<file path="src/inc/adtc_defs.vh">
`ifndef ADTC_DEFS_VH
`define ADTC_DEFS_VH

// Printed register index and its APB byte address (index times four)
`define ADTC_IDX_TIMING      8'h27
`define ADTC_ADDR_TIMING     12'h09c
`define ADTC_ADDR_CTRL       12'h0a0
`define ADTC_ADDR_STATUS     12'h0a4
`define ADTC_ADDR_ESTIMATE   12'h0a8

// Timing register fields
`define ADTC_BIT_MIN_FREQ    7
`define ADTC_BIT_RESYNC      6
`define ADTC_BIT_RSVD        5
`define ADTC_DT_MSB          4
`define ADTC_DT_LSB          0
`define ADTC_TIMING_RESET    8'h10

// Control register fields
`define ADTC_BIT_ENABLE      0
`define ADTC_BIT_MODE        1
`define ADTC_CTRL_RESET      2'h0

// Status register fields
`define ADTC_BIT_LOCKED      0
`define ADTC_BIT_PHASE       1

// Clock and drive-time decode
`define ADTC_CLK_MHZ         10
`define ADTC_RES_BASE_US     500
`define ADTC_RES_STEP_US     100
`define ADTC_ROT_BASE_US     1000
`define ADTC_ROT_STEP_US     200
`define ADTC_MINF_HI_HZ      125
`define ADTC_MINF_LO_HZ      45
`define ADTC_US_PER_S        1000000

// Resync limit from drive time: 1.25 = 1 + 1/4
`define ADTC_RESYNC_SHIFT    2

`define ADTC_CW              20

`endif

</file>
<file path="src/design/adtc_timer.v">
`include "adtc_defs.vh"

module adtc_timer #(
    parameter W = `ADTC_CW
) (
    input  wire         pclk,
    input  wire         presetn,
    input  wire         run,
    input  wire         restart,
    input  wire [W-1:0] period,
    output wire         tick,
    output wire [W-1:0] elapsed
);

    reg  [W-1:0] cnt_r;
    reg  [W-1:0] cnt_nxt;
    wire         at_end;

    assign at_end  = (cnt_r >= period - {{(W-1){1'b0}}, 1'b1});
    assign tick    = run & ~restart & at_end;
    assign elapsed = cnt_r;

    always @* begin
        cnt_nxt = cnt_r + {{(W-1){1'b0}}, 1'b1};
        if (!run || restart || at_end) begin
            cnt_nxt = {W{1'b0}};
        end
    end

    always @(posedge pclk or negedge presetn) begin
        if (!presetn) begin
            cnt_r <= {W{1'b0}};
        end else begin
            cnt_r <= cnt_nxt;
        end
    end

endmodule

</file>
<file path="src/design/adtc_top.v">
// Functional notes
// - Timing bit 7 picks the lowest resonant frequency, 0 for 125 Hz and 1 for 45 Hz, reset 0.
// - Timing bit 6 picks the resync limit, 0 from the frequency pick, 1 from drive time x 1.25.
// - In resonant mode the five-bit drive-time code (reset 16) seeds a self-adjusting estimate.
// - Without valid back-EMF the drive free-runs at the half-period set by the code.
// - In rotating-mass mode the code sets the back-EMF sampling period.
// - Code n decodes to 0.5 ms + n x 0.1 ms resonant, or 1 ms + n x 0.2 ms rotating-mass.
//
// The implementer's own choice: the APB slave port.
`include "adtc_defs.vh"

module adtc_top #(
    parameter [`ADTC_CW-1:0] RES_BASE_CYC = `ADTC_RES_BASE_US * `ADTC_CLK_MHZ,
    parameter [`ADTC_CW-1:0] RES_STEP_CYC = `ADTC_RES_STEP_US * `ADTC_CLK_MHZ,
    parameter [`ADTC_CW-1:0] ROT_BASE_CYC = `ADTC_ROT_BASE_US * `ADTC_CLK_MHZ,
    parameter [`ADTC_CW-1:0] ROT_STEP_CYC = `ADTC_ROT_STEP_US * `ADTC_CLK_MHZ,
    parameter [`ADTC_CW-1:0] MINF_HI_CYC  =
        (`ADTC_US_PER_S / (2 * `ADTC_MINF_HI_HZ)) * `ADTC_CLK_MHZ,
    parameter [`ADTC_CW-1:0] MINF_LO_CYC  =
        (`ADTC_US_PER_S / (2 * `ADTC_MINF_LO_HZ)) * `ADTC_CLK_MHZ
) (
    input  wire        pclk,
    input  wire        presetn,
    input  wire        psel,
    input  wire        penable,
    input  wire        pwrite,
    input  wire [11:0] paddr,
    input  wire [31:0] pwdata,
    output reg  [31:0] prdata,
    output wire        pready,
    output wire        pslverr,
    input  wire        back_emf_valid,
    input  wire        back_emf_zero_cross,
    output reg         drive_enable,
    output reg         drive_polarity,
    output reg         back_emf_sample,
    output reg         min_freq_select,
    output reg         resync_method
);

    localparam CW = `ADTC_CW;
    localparam [CW-1:0] ONE = {{(CW-1){1'b0}}, 1'b1};

    ////////////////////////////////////////////////////////////////////////
    // APB slave

    reg  [7:0]    timing_r;
    reg  [1:0]    ctrl_r;
    reg           locked_r;
    reg  [CW-1:0] est_r;
    reg  [CW-1:0] est_nxt;
    reg           locked_nxt;
    reg  [31:0]   rdata_nxt;
    reg           hit;

    wire          apb_acc  = psel & penable;
    wire          apb_wr   = apb_acc & pwrite;
    // Read data is captured in the setup cycle, so it already stands at the
    // access edge where the master takes it; no wait state is needed
    wire          apb_rd   = psel & ~penable & ~pwrite;
    wire          enabled  = ctrl_r[`ADTC_BIT_ENABLE];
    wire          rot_mode = ctrl_r[`ADTC_BIT_MODE];
    wire [4:0]    dt_code  = timing_r[`ADTC_DT_MSB:`ADTC_DT_LSB];
    wire          wr_timing = apb_wr && (paddr == `ADTC_ADDR_TIMING);
    wire          wr_ctrl   = apb_wr && (paddr == `ADTC_ADDR_CTRL);

    // Zero wait states keeps the slave trivially timed
    assign pready  = 1'b1;
    assign pslverr = apb_acc & ~hit;

    always @* begin
        hit       = 1'b1;
        rdata_nxt = 32'h0000_0000;
        case (paddr)
            `ADTC_ADDR_TIMING:   rdata_nxt[7:0] = timing_r;
            `ADTC_ADDR_CTRL:     rdata_nxt[1:0] = ctrl_r;
            `ADTC_ADDR_STATUS: begin
                rdata_nxt[`ADTC_BIT_LOCKED] = locked_r;
                rdata_nxt[`ADTC_BIT_PHASE]  = drive_polarity;
            end
            `ADTC_ADDR_ESTIMATE: rdata_nxt[CW-1:0] = est_r;
            default:             hit = 1'b0;
        endcase
    end

    always @(posedge pclk or negedge presetn) begin
        if (!presetn) begin
            timing_r <= `ADTC_TIMING_RESET;
            ctrl_r   <= `ADTC_CTRL_RESET;
            prdata   <= 32'h0000_0000;
        end else begin
            if (wr_timing) begin
                timing_r <= pwdata[7:0];
            end
            if (wr_ctrl) begin
                ctrl_r <= pwdata[1:0];
            end
            if (apb_rd) begin
                prdata <= rdata_nxt;
            end
        end
    end

    ////////////////////////////////////////////////////////////////////////
    // Drive-time decode and resync limit

    wire [CW-1:0] code_w   = {{(CW-5){1'b0}}, dt_code};
    wire [CW-1:0] res_cyc  = RES_BASE_CYC + code_w * RES_STEP_CYC;
    wire [CW-1:0] rot_cyc  = ROT_BASE_CYC + code_w * ROT_STEP_CYC;
    wire [CW-1:0] minf_cyc = timing_r[`ADTC_BIT_MIN_FREQ] ? MINF_LO_CYC : MINF_HI_CYC;
    wire [CW-1:0] dt_125   = est_r + (est_r >> `ADTC_RESYNC_SHIFT);
    wire [CW-1:0] resync_lim = timing_r[`ADTC_BIT_RESYNC] ? dt_125 : minf_cyc;

    ////////////////////////////////////////////////////////////////////////
    // Half-period timer: drive flips in resonant mode, sample strobe in
    // rotating-mass mode

    wire [CW-1:0] period = rot_mode ? rot_cyc : est_r;
    wire          tick;
    wire          zc_ok = back_emf_zero_cross & back_emf_valid & enabled & ~rot_mode;
    reg  [CW-1:0] since_zc_r;
    wire          resync_due = (since_zc_r >= resync_lim);

    adtc_timer #(
        .W       (CW)
    ) u_half (
        .pclk    (pclk),
        .presetn (presetn),
        .run     (enabled),
        .restart (wr_timing | wr_ctrl),
        .period  (period),
        .tick    (tick),
        .elapsed ()
    );

    ////////////////////////////////////////////////////////////////////////
    // Resonance tracking

    // Averaging halves the step so one noisy crossing cannot upset the loop
    always @* begin
        est_nxt    = est_r;
        locked_nxt = locked_r;
        if (!locked_r) begin
            est_nxt = res_cyc;
        end
        if (!back_emf_valid || resync_due || !enabled || rot_mode) begin
            locked_nxt = 1'b0;
        end
        if (zc_ok) begin
            locked_nxt = 1'b1;
            if (locked_r) begin
                est_nxt = (est_r >> 1) + (since_zc_r >> 1);
            end
        end
        if (wr_timing) begin
            est_nxt    = {{(CW-5){1'b0}}, pwdata[`ADTC_DT_MSB:`ADTC_DT_LSB]} * RES_STEP_CYC
                         + RES_BASE_CYC;
            locked_nxt = 1'b0;
        end
        if (est_nxt == {CW{1'b0}}) begin
            est_nxt = ONE;
        end
    end

    always @(posedge pclk or negedge presetn) begin
        if (!presetn) begin
            est_r      <= {CW{1'b0}};
            locked_r   <= 1'b0;
            since_zc_r <= {CW{1'b0}};
        end else begin
            est_r    <= est_nxt;
            locked_r <= locked_nxt;
            if (zc_ok || !enabled) begin
                since_zc_r <= {CW{1'b0}};
            end else if (since_zc_r != {CW{1'b1}}) begin
                since_zc_r <= since_zc_r + ONE;
            end
        end
    end

    ////////////////////////////////////////////////////////////////////////
    // Outputs toward the output stage

    always @(posedge pclk or negedge presetn) begin
        if (!presetn) begin
            drive_enable    <= 1'b0;
            drive_polarity  <= 1'b0;
            back_emf_sample <= 1'b0;
            min_freq_select <= 1'b0;
            resync_method   <= 1'b0;
        end else begin
            drive_enable    <= enabled;
            min_freq_select <= timing_r[`ADTC_BIT_MIN_FREQ];
            resync_method   <= timing_r[`ADTC_BIT_RESYNC];
            back_emf_sample <= tick & rot_mode;
            if (!enabled || rot_mode) begin
                drive_polarity <= 1'b0;
            end else if (tick) begin
                drive_polarity <= ~drive_polarity;
            end
        end
    end

endmodule

</file>
<file path="config.mk">
export PLATFORM = sky130hd
export DESIGN_NAME = adtc_top
export DESIGN_NICKNAME = d
export VERILOG_FILES = /design/src/design/adtc_timer.v /design/src/design/adtc_top.v
export VERILOG_INCLUDE_DIRS = /design/src /design/src/inc
export SDC_FILE = /design/constraint.sdc
export NUM_CORES = 1
export LEC_CHECK = 0
export BUFFER_PORTS_ARGS = -buffer_cell sky130_fd_sc_hd__buf_4
export CORE_MARGIN = 1
export CORE_UTILIZATION = 35
export DETAILED_ROUTE_END_ITERATION = 8
export GPL_TIMING_DRIVEN = 0
export PLACE_DENSITY = 0.53
export SETUP_SLACK_MARGIN = 0.05
export SLEW_MARGIN = 20
export SYNTH_ARGS = -nofsm -noshare
export SYNTH_HDL_FRONTEND = slang
export SYNTH_SLANG_ARGS = --single-unit
</file>
<file path="constraint.sdc">
create_clock -name pclk -period 7 [get_ports pclk]
set_input_delay 0.35 -clock pclk [delete_from_list [all_inputs] [get_ports pclk]]
set_output_delay 0.35 -clock pclk [all_outputs]
set_load 0.02 [all_outputs]
</file>
* Word level (Yosys, flattened, before mapping) *
Cells that the tools add are included.

storage, ports and cells
  logic and storage cells = 84
  output and inout port bits = 39
  input bits = 51
  bits in registers = 96

operators by class
  reductions and logical operators = 16
  mux-type cells = 20
  bitwise gates (word level) = 18
  $lt $le $gt $ge = 2
  add/subtract/negate cells = 8
  equality and inequality tests = 5
  multiply operators = 3

operators by type and width
  kind                      count
  $mux W20                  10
  $eq A12 B8 Y1 const B     4
  $add A20 B1 Y20 const B   2
  $ge A20 B20 Y1            2
  $mul A5 B7 Y12 const B    3
  $add A19 B19 Y20          1
  $add A20 B18 Y20          1
  $logic_not A20 Y1         1
  $ne A20 B20 Y1 const B    1
  $sub A20 B1 Y20 const B   1
  $add A14 B16 Y17 const A  1
  $mux W17                  1
  $add A13 B15 Y16 const A  1
  $add A15 B13 Y16 const B  1
  $mux W12                  1
  $pmux W6 S2               1
  $and A1 B1 Y1             11
  $pmux W2 S4               1
  $logic_or A1 B1 Y1        7
  $mux W1                   6
  $not A1 Y1                6
  $reduce_bool A2 Y1        2
  $reduce_or A4 Y1          1
  $reduce_bool A3 Y1        1
  3 further kinds           5

* Logic depth before layout (Yosys ltp) *
  word-level depth = 9
  gate-level depth with buffers = 25
  mapped depth without buffers = 24

* By module *
From an unflattened synthesis, not the netlist that was laid out.

unflattened totals
  cell total of the unflattened synthesis = 1,112
  area total of the unflattened synthesis = 9,828.2 sq um

modules (own cells, without submodules)
  module      seq. area each (sq um)  cells an instance  instances  area an instance (sq um)
  adtc_top    1,903.1                 921                1          7,968.9
  adtc_timer  500.5                   191                1          1,859.3

* Worst setup path after synthesis *
OpenSTA, ideal clock, no wires.

  kind = reg2reg
  start point = register timing_r[4]
  end point = register drive_polarity
  required time = 6.866 ns
  arrival time = 6.004 ns
  setup slack = 0.862 ns
  stages on the path, launching flop included = 26
  path buffers = 1
  library setup time = 0.134 ns
  period minus slack after synthesis = 6.138 ns
  cells stage by stage = dfstp_2 -> fa_1 -> fa_1 -> inv_1 -> fa_1 -> inv_1 -> ha_1 -> a21o_1 -> or3_1 -> and2_1 -> clkbuf_1 -> a31o_2 -> or3_1 -> nand2_1 -> a31oi_1 -> or3_1 -> nor3_1 -> mux2_2 -> ha_1 -> and4_1 -> nand2_1 -> nor2_1 -> and3_1 -> nor2_1 -> xor2_1 -> nor3b_1

on the way
  word-level cells in the longest chain between the ends = 7

RTL lines
  item                                 line             RTL
  from (decl)                          adtc_top.v:47    reg [7:0] timing_r;
  from (signal assigned)               adtc_top.v:88    timing_r <= `ADTC_TIMING_RESET;
  from (signal assigned)               adtc_top.v:93    timing_r <= pwdata[7:0];
  $mul A5 B7 Y12                       adtc_top.v:109   wire [CW-1:0] rot_cyc = ROT_BASE_CYC + code_w * ROT_STEP_CYC;
  $add A14 B16 Y17                     adtc_top.v:109
  $mux W20                             adtc_top.v:118   wire [CW-1:0] period = rot_mode ? rot_cyc : est_r;
  $sub A20 B1 Y20                      adtc_timer.v:19  assign at_end = (cnt_r >= period - {{(W-1){1'b0}}, 1'b1});
  $ge A20 B20 Y1                       adtc_timer.v:19
  $and A1 B1 Y1                        adtc_timer.v:20  assign tick = run & ~restart & at_end;
  $reduce_bool A2 Y1 (no source line)  --
  to (signal assigned)                 adtc_top.v:199   drive_polarity <= ~drive_polarity;
  to (decl)                            adtc_top.v:35    output reg drive_polarity,

No other way between the ends.
A chain may end at the register's enable or synchronous reset.

* Final worst setup path *
Ends and elaborated chain as after synthesis.

==> results.yml <==
outcome:
  status: "finished clean"
timing:
  rsz0062_at_grt: "false"
  max_freq_ghz: 0.151
  tns_ps: 0
  slew_violations: 0
  worstMarginPinSlew_ps: 1140
  hold_viol: 0
  finClkSkew_ps: 7.38
  slew_headroom_pct: 23.0
  worst_slack_ps: 387
  finalCritPeriodShare_pct: 94.5
  setup_viol: 0
  final.min_clock_period_ps: 6610
global_route:
  grt_pass1_vias: 8147
  antenna_found_initial: 0
  grt_pass1_wl_mm: 45.0
  grt.total_usage_pct: 20.3
  globalRoute.totalOverflow: 0
  grt_max_degree: 97
yosys:
  syn_inst: 1165
  synth.distinct_cells: 72
  ys_seq_elements: 96
  syn-cell-area_um2: 9740
  synth_edf_count: 0
  yosysSeqAreaShare_pct: 24.7
  ys_warn_count: 0
  syn-mean-instance-area_um2: 8.36
  synth_flop_cell: "dfrtp_1"
  async_flop_share_pct: 100
clocking:
  post-cts-setup-buffers: 0
  cts_resized: 0
  path_clk_slew_ps: 70
  cts_tree: "done"
  cts_sinks: 96
  cts_buffers: 9
  cts-root-buf: "clkbuf_16"
  clock_path_buffers: 2
  htree_levels: 3
  clk_latency_ps: 360
  ctsHoldBuffers: 0
power:
  comb_power_share_pct: 26.2
  internal_power_mw: 1.02
  irDropWorstVdd_uv: 128
  p_sw_mw: 0.489
  sw_frac_of_total_pct: 32.4
  power.leakage_nw: 5.09
  pwr-share-seq_pct: 38.2
  clock_power_share_pct: 35.6
  power.density_nw_per_um2: 138
placement:
  hpwl_mm: 22.0
  finalWeightedCongestion: 0.848
  pre_cts_slack_ps: 319
  portBuffers: 52
die:
  coreArea_um2: 27100
  num_io_pins: 90
  die_w_um: 169
  start_util_pct: 35.9
  die_y_um: 169
  rows: 60
  fp.dieArea_um2: 28500
detailed_routing:
  first_pass_iters: 5
  antenna_left: 0
  drc: 0
  vias: 8628
  viasPerCell: 5.34
  drtIter0Drc: 552
  drt-total-wl_mm: 28.1
  wire_per_inst_um: 17.4
job:
  drv_cap: 0
setup_path:
  cp-startpoint: "timing_r[4]"
  crit_buf_inv: 3
  slowest_delay_ps: 600
  startpoint_type: "flop"
  critPathCaptureType: "flop"
  critPathMaxFanout: 6
  critPathSlowestCell: "dfstp_2"
  critical_path_required_ps: 7230
  crit_family: "simple AND/OR/NAND/NOR gates"
  rrSetupSlack_ps: 390
  worstReg2RegStart: "timing_r[4]"
  crit_type: "reg -> reg"
  worstPathArrival_ps: 6850
finish:
  nets: 1439
  syn2layout_area_growth_pct: 12.6
  drive_gt1_share_pct: 9.00
  antenna_cells: 0
hold_path:
  min_path_type: "in -> async"
## sequential cells by signal, indices dropped and copies added (netlist names)
| register | count |
|---|---|
| back_emf_sample | 1 |
| est_r | 20 |
| u_half.elapsed | 20 |
| drive_enable | 1 |
| drive_polarity | 1 |
| resync_method | 1 |
| prdata | 20 |
| ctrl_r | 2 |
| timing_r | 8 |
| min_freq_select | 1 |
| since_zc_r | 20 |
| locked_r | 1 |
## Yosys cell counts (19+ instances only)
master,count,area [um^2]
nor3_1,34,170
a21oi_1,63,315
xnor2_1,49,429
dfrtp_1,95,2380
ha_1,126,1580
nand2_1,139,522
clkbuf_1,24,90.1
nor2_1,100,375
nand3_1,58,290
fa_1,22,440
xor2_1,54,473
a21o_1,29,218
and3_1,19,119
o21ai_0,56,280
inv_1,57,214
## metrics by stage
stage                     util, %  hold slack (ps)  std cells  power [mW]  area (um^2)
after floorplan                 -             54.4       1176       0.867         9780
after global placement       39.2              430       1600       0.976        10600
after detailed placement     39.3              436       1601       0.980        10600
after CTS                    40.4              150       1617        1.52        11000
after global routing         40.4              155       1617        1.59        11000
final                        40.4             54.4       1617        1.51        11000
## path summary, 6_finish.rpt
check                                  to  cells past startpoint
min in group pclk             timing_r[5]                      3
min                             prdata[4]                      1
max reg2reg                drive_polarity                     25
max in group asynchronous   since_zc_r[5]                      1
max                        drive_polarity                     25
min reg2reg                  drive_enable                      0
## power by group through the flow
stage / combinational [mW] / sequential (mW) / clock [mW]
2_1_floorplan: 0.276 / 0.591 / 0
3_3_place_gp: 0.388 / 0.587 / 0
3_5_place_dp: 0.393 / 0.587 / 0
4_1_cts: 0.395 / 0.576 / 0.548
5_1_grt: 0.445 / 0.577 / 0.567
6_report: 0.396 / 0.576 / 0.538
## kinds of logic after synthesis
group,count (synthesis),synth area share [%]
simple gates,457,23.1
compound gates,251,16.8
flops,96,24.7
other cells,2,0.0771
fa+ha+maj,148,20.7
xor+xnor,103,9.27
mux,10,1.07
buf+inv,98,4.32
## layer usage
layer  vias to the layer above  track usage [%]  share of wire [%]
li1                       4302                -                  -
met1                      4122             30.5                 52
met2                       181             30.8                 43
met3                        23             2.38                4.4
met4                         0             4.23                1.1
met5                         -                0                  0
## final cells by class
| type | instances | area (um^2) |
|---|---|---|
| plain buffers | 41 | 209 |
| well taps | 372 | 465 |
| inverters | 57 | 214 |
| flip-flops and latches | 96 | 2400 |
| clock buffers | 11 | 243 |
| fillers | 2782 | 16100 |
| clock inverters | 5 | 63.8 |
| multi-input cells | 982 | 6960 |
| repair buffers | 53 | 402 |
## cells in the final DEF, fill, tap and decap left out, drive strengths merged, types with 11 or more instances in the layout
cell	instances
clkbuf	35
xnor2	49
fa	22
or3	11
o21ai	56
a21oi	63
nand2	139
o21bai	11
nor3	34
conb	13
nand4	18
a31oi	16
xor2	54
nor2	100
inv	59
and3	19
buf	70
and2	12
a21o	29
nand3	58
dfrtp	95
ha	126
(Power assumes the default switching activity.)
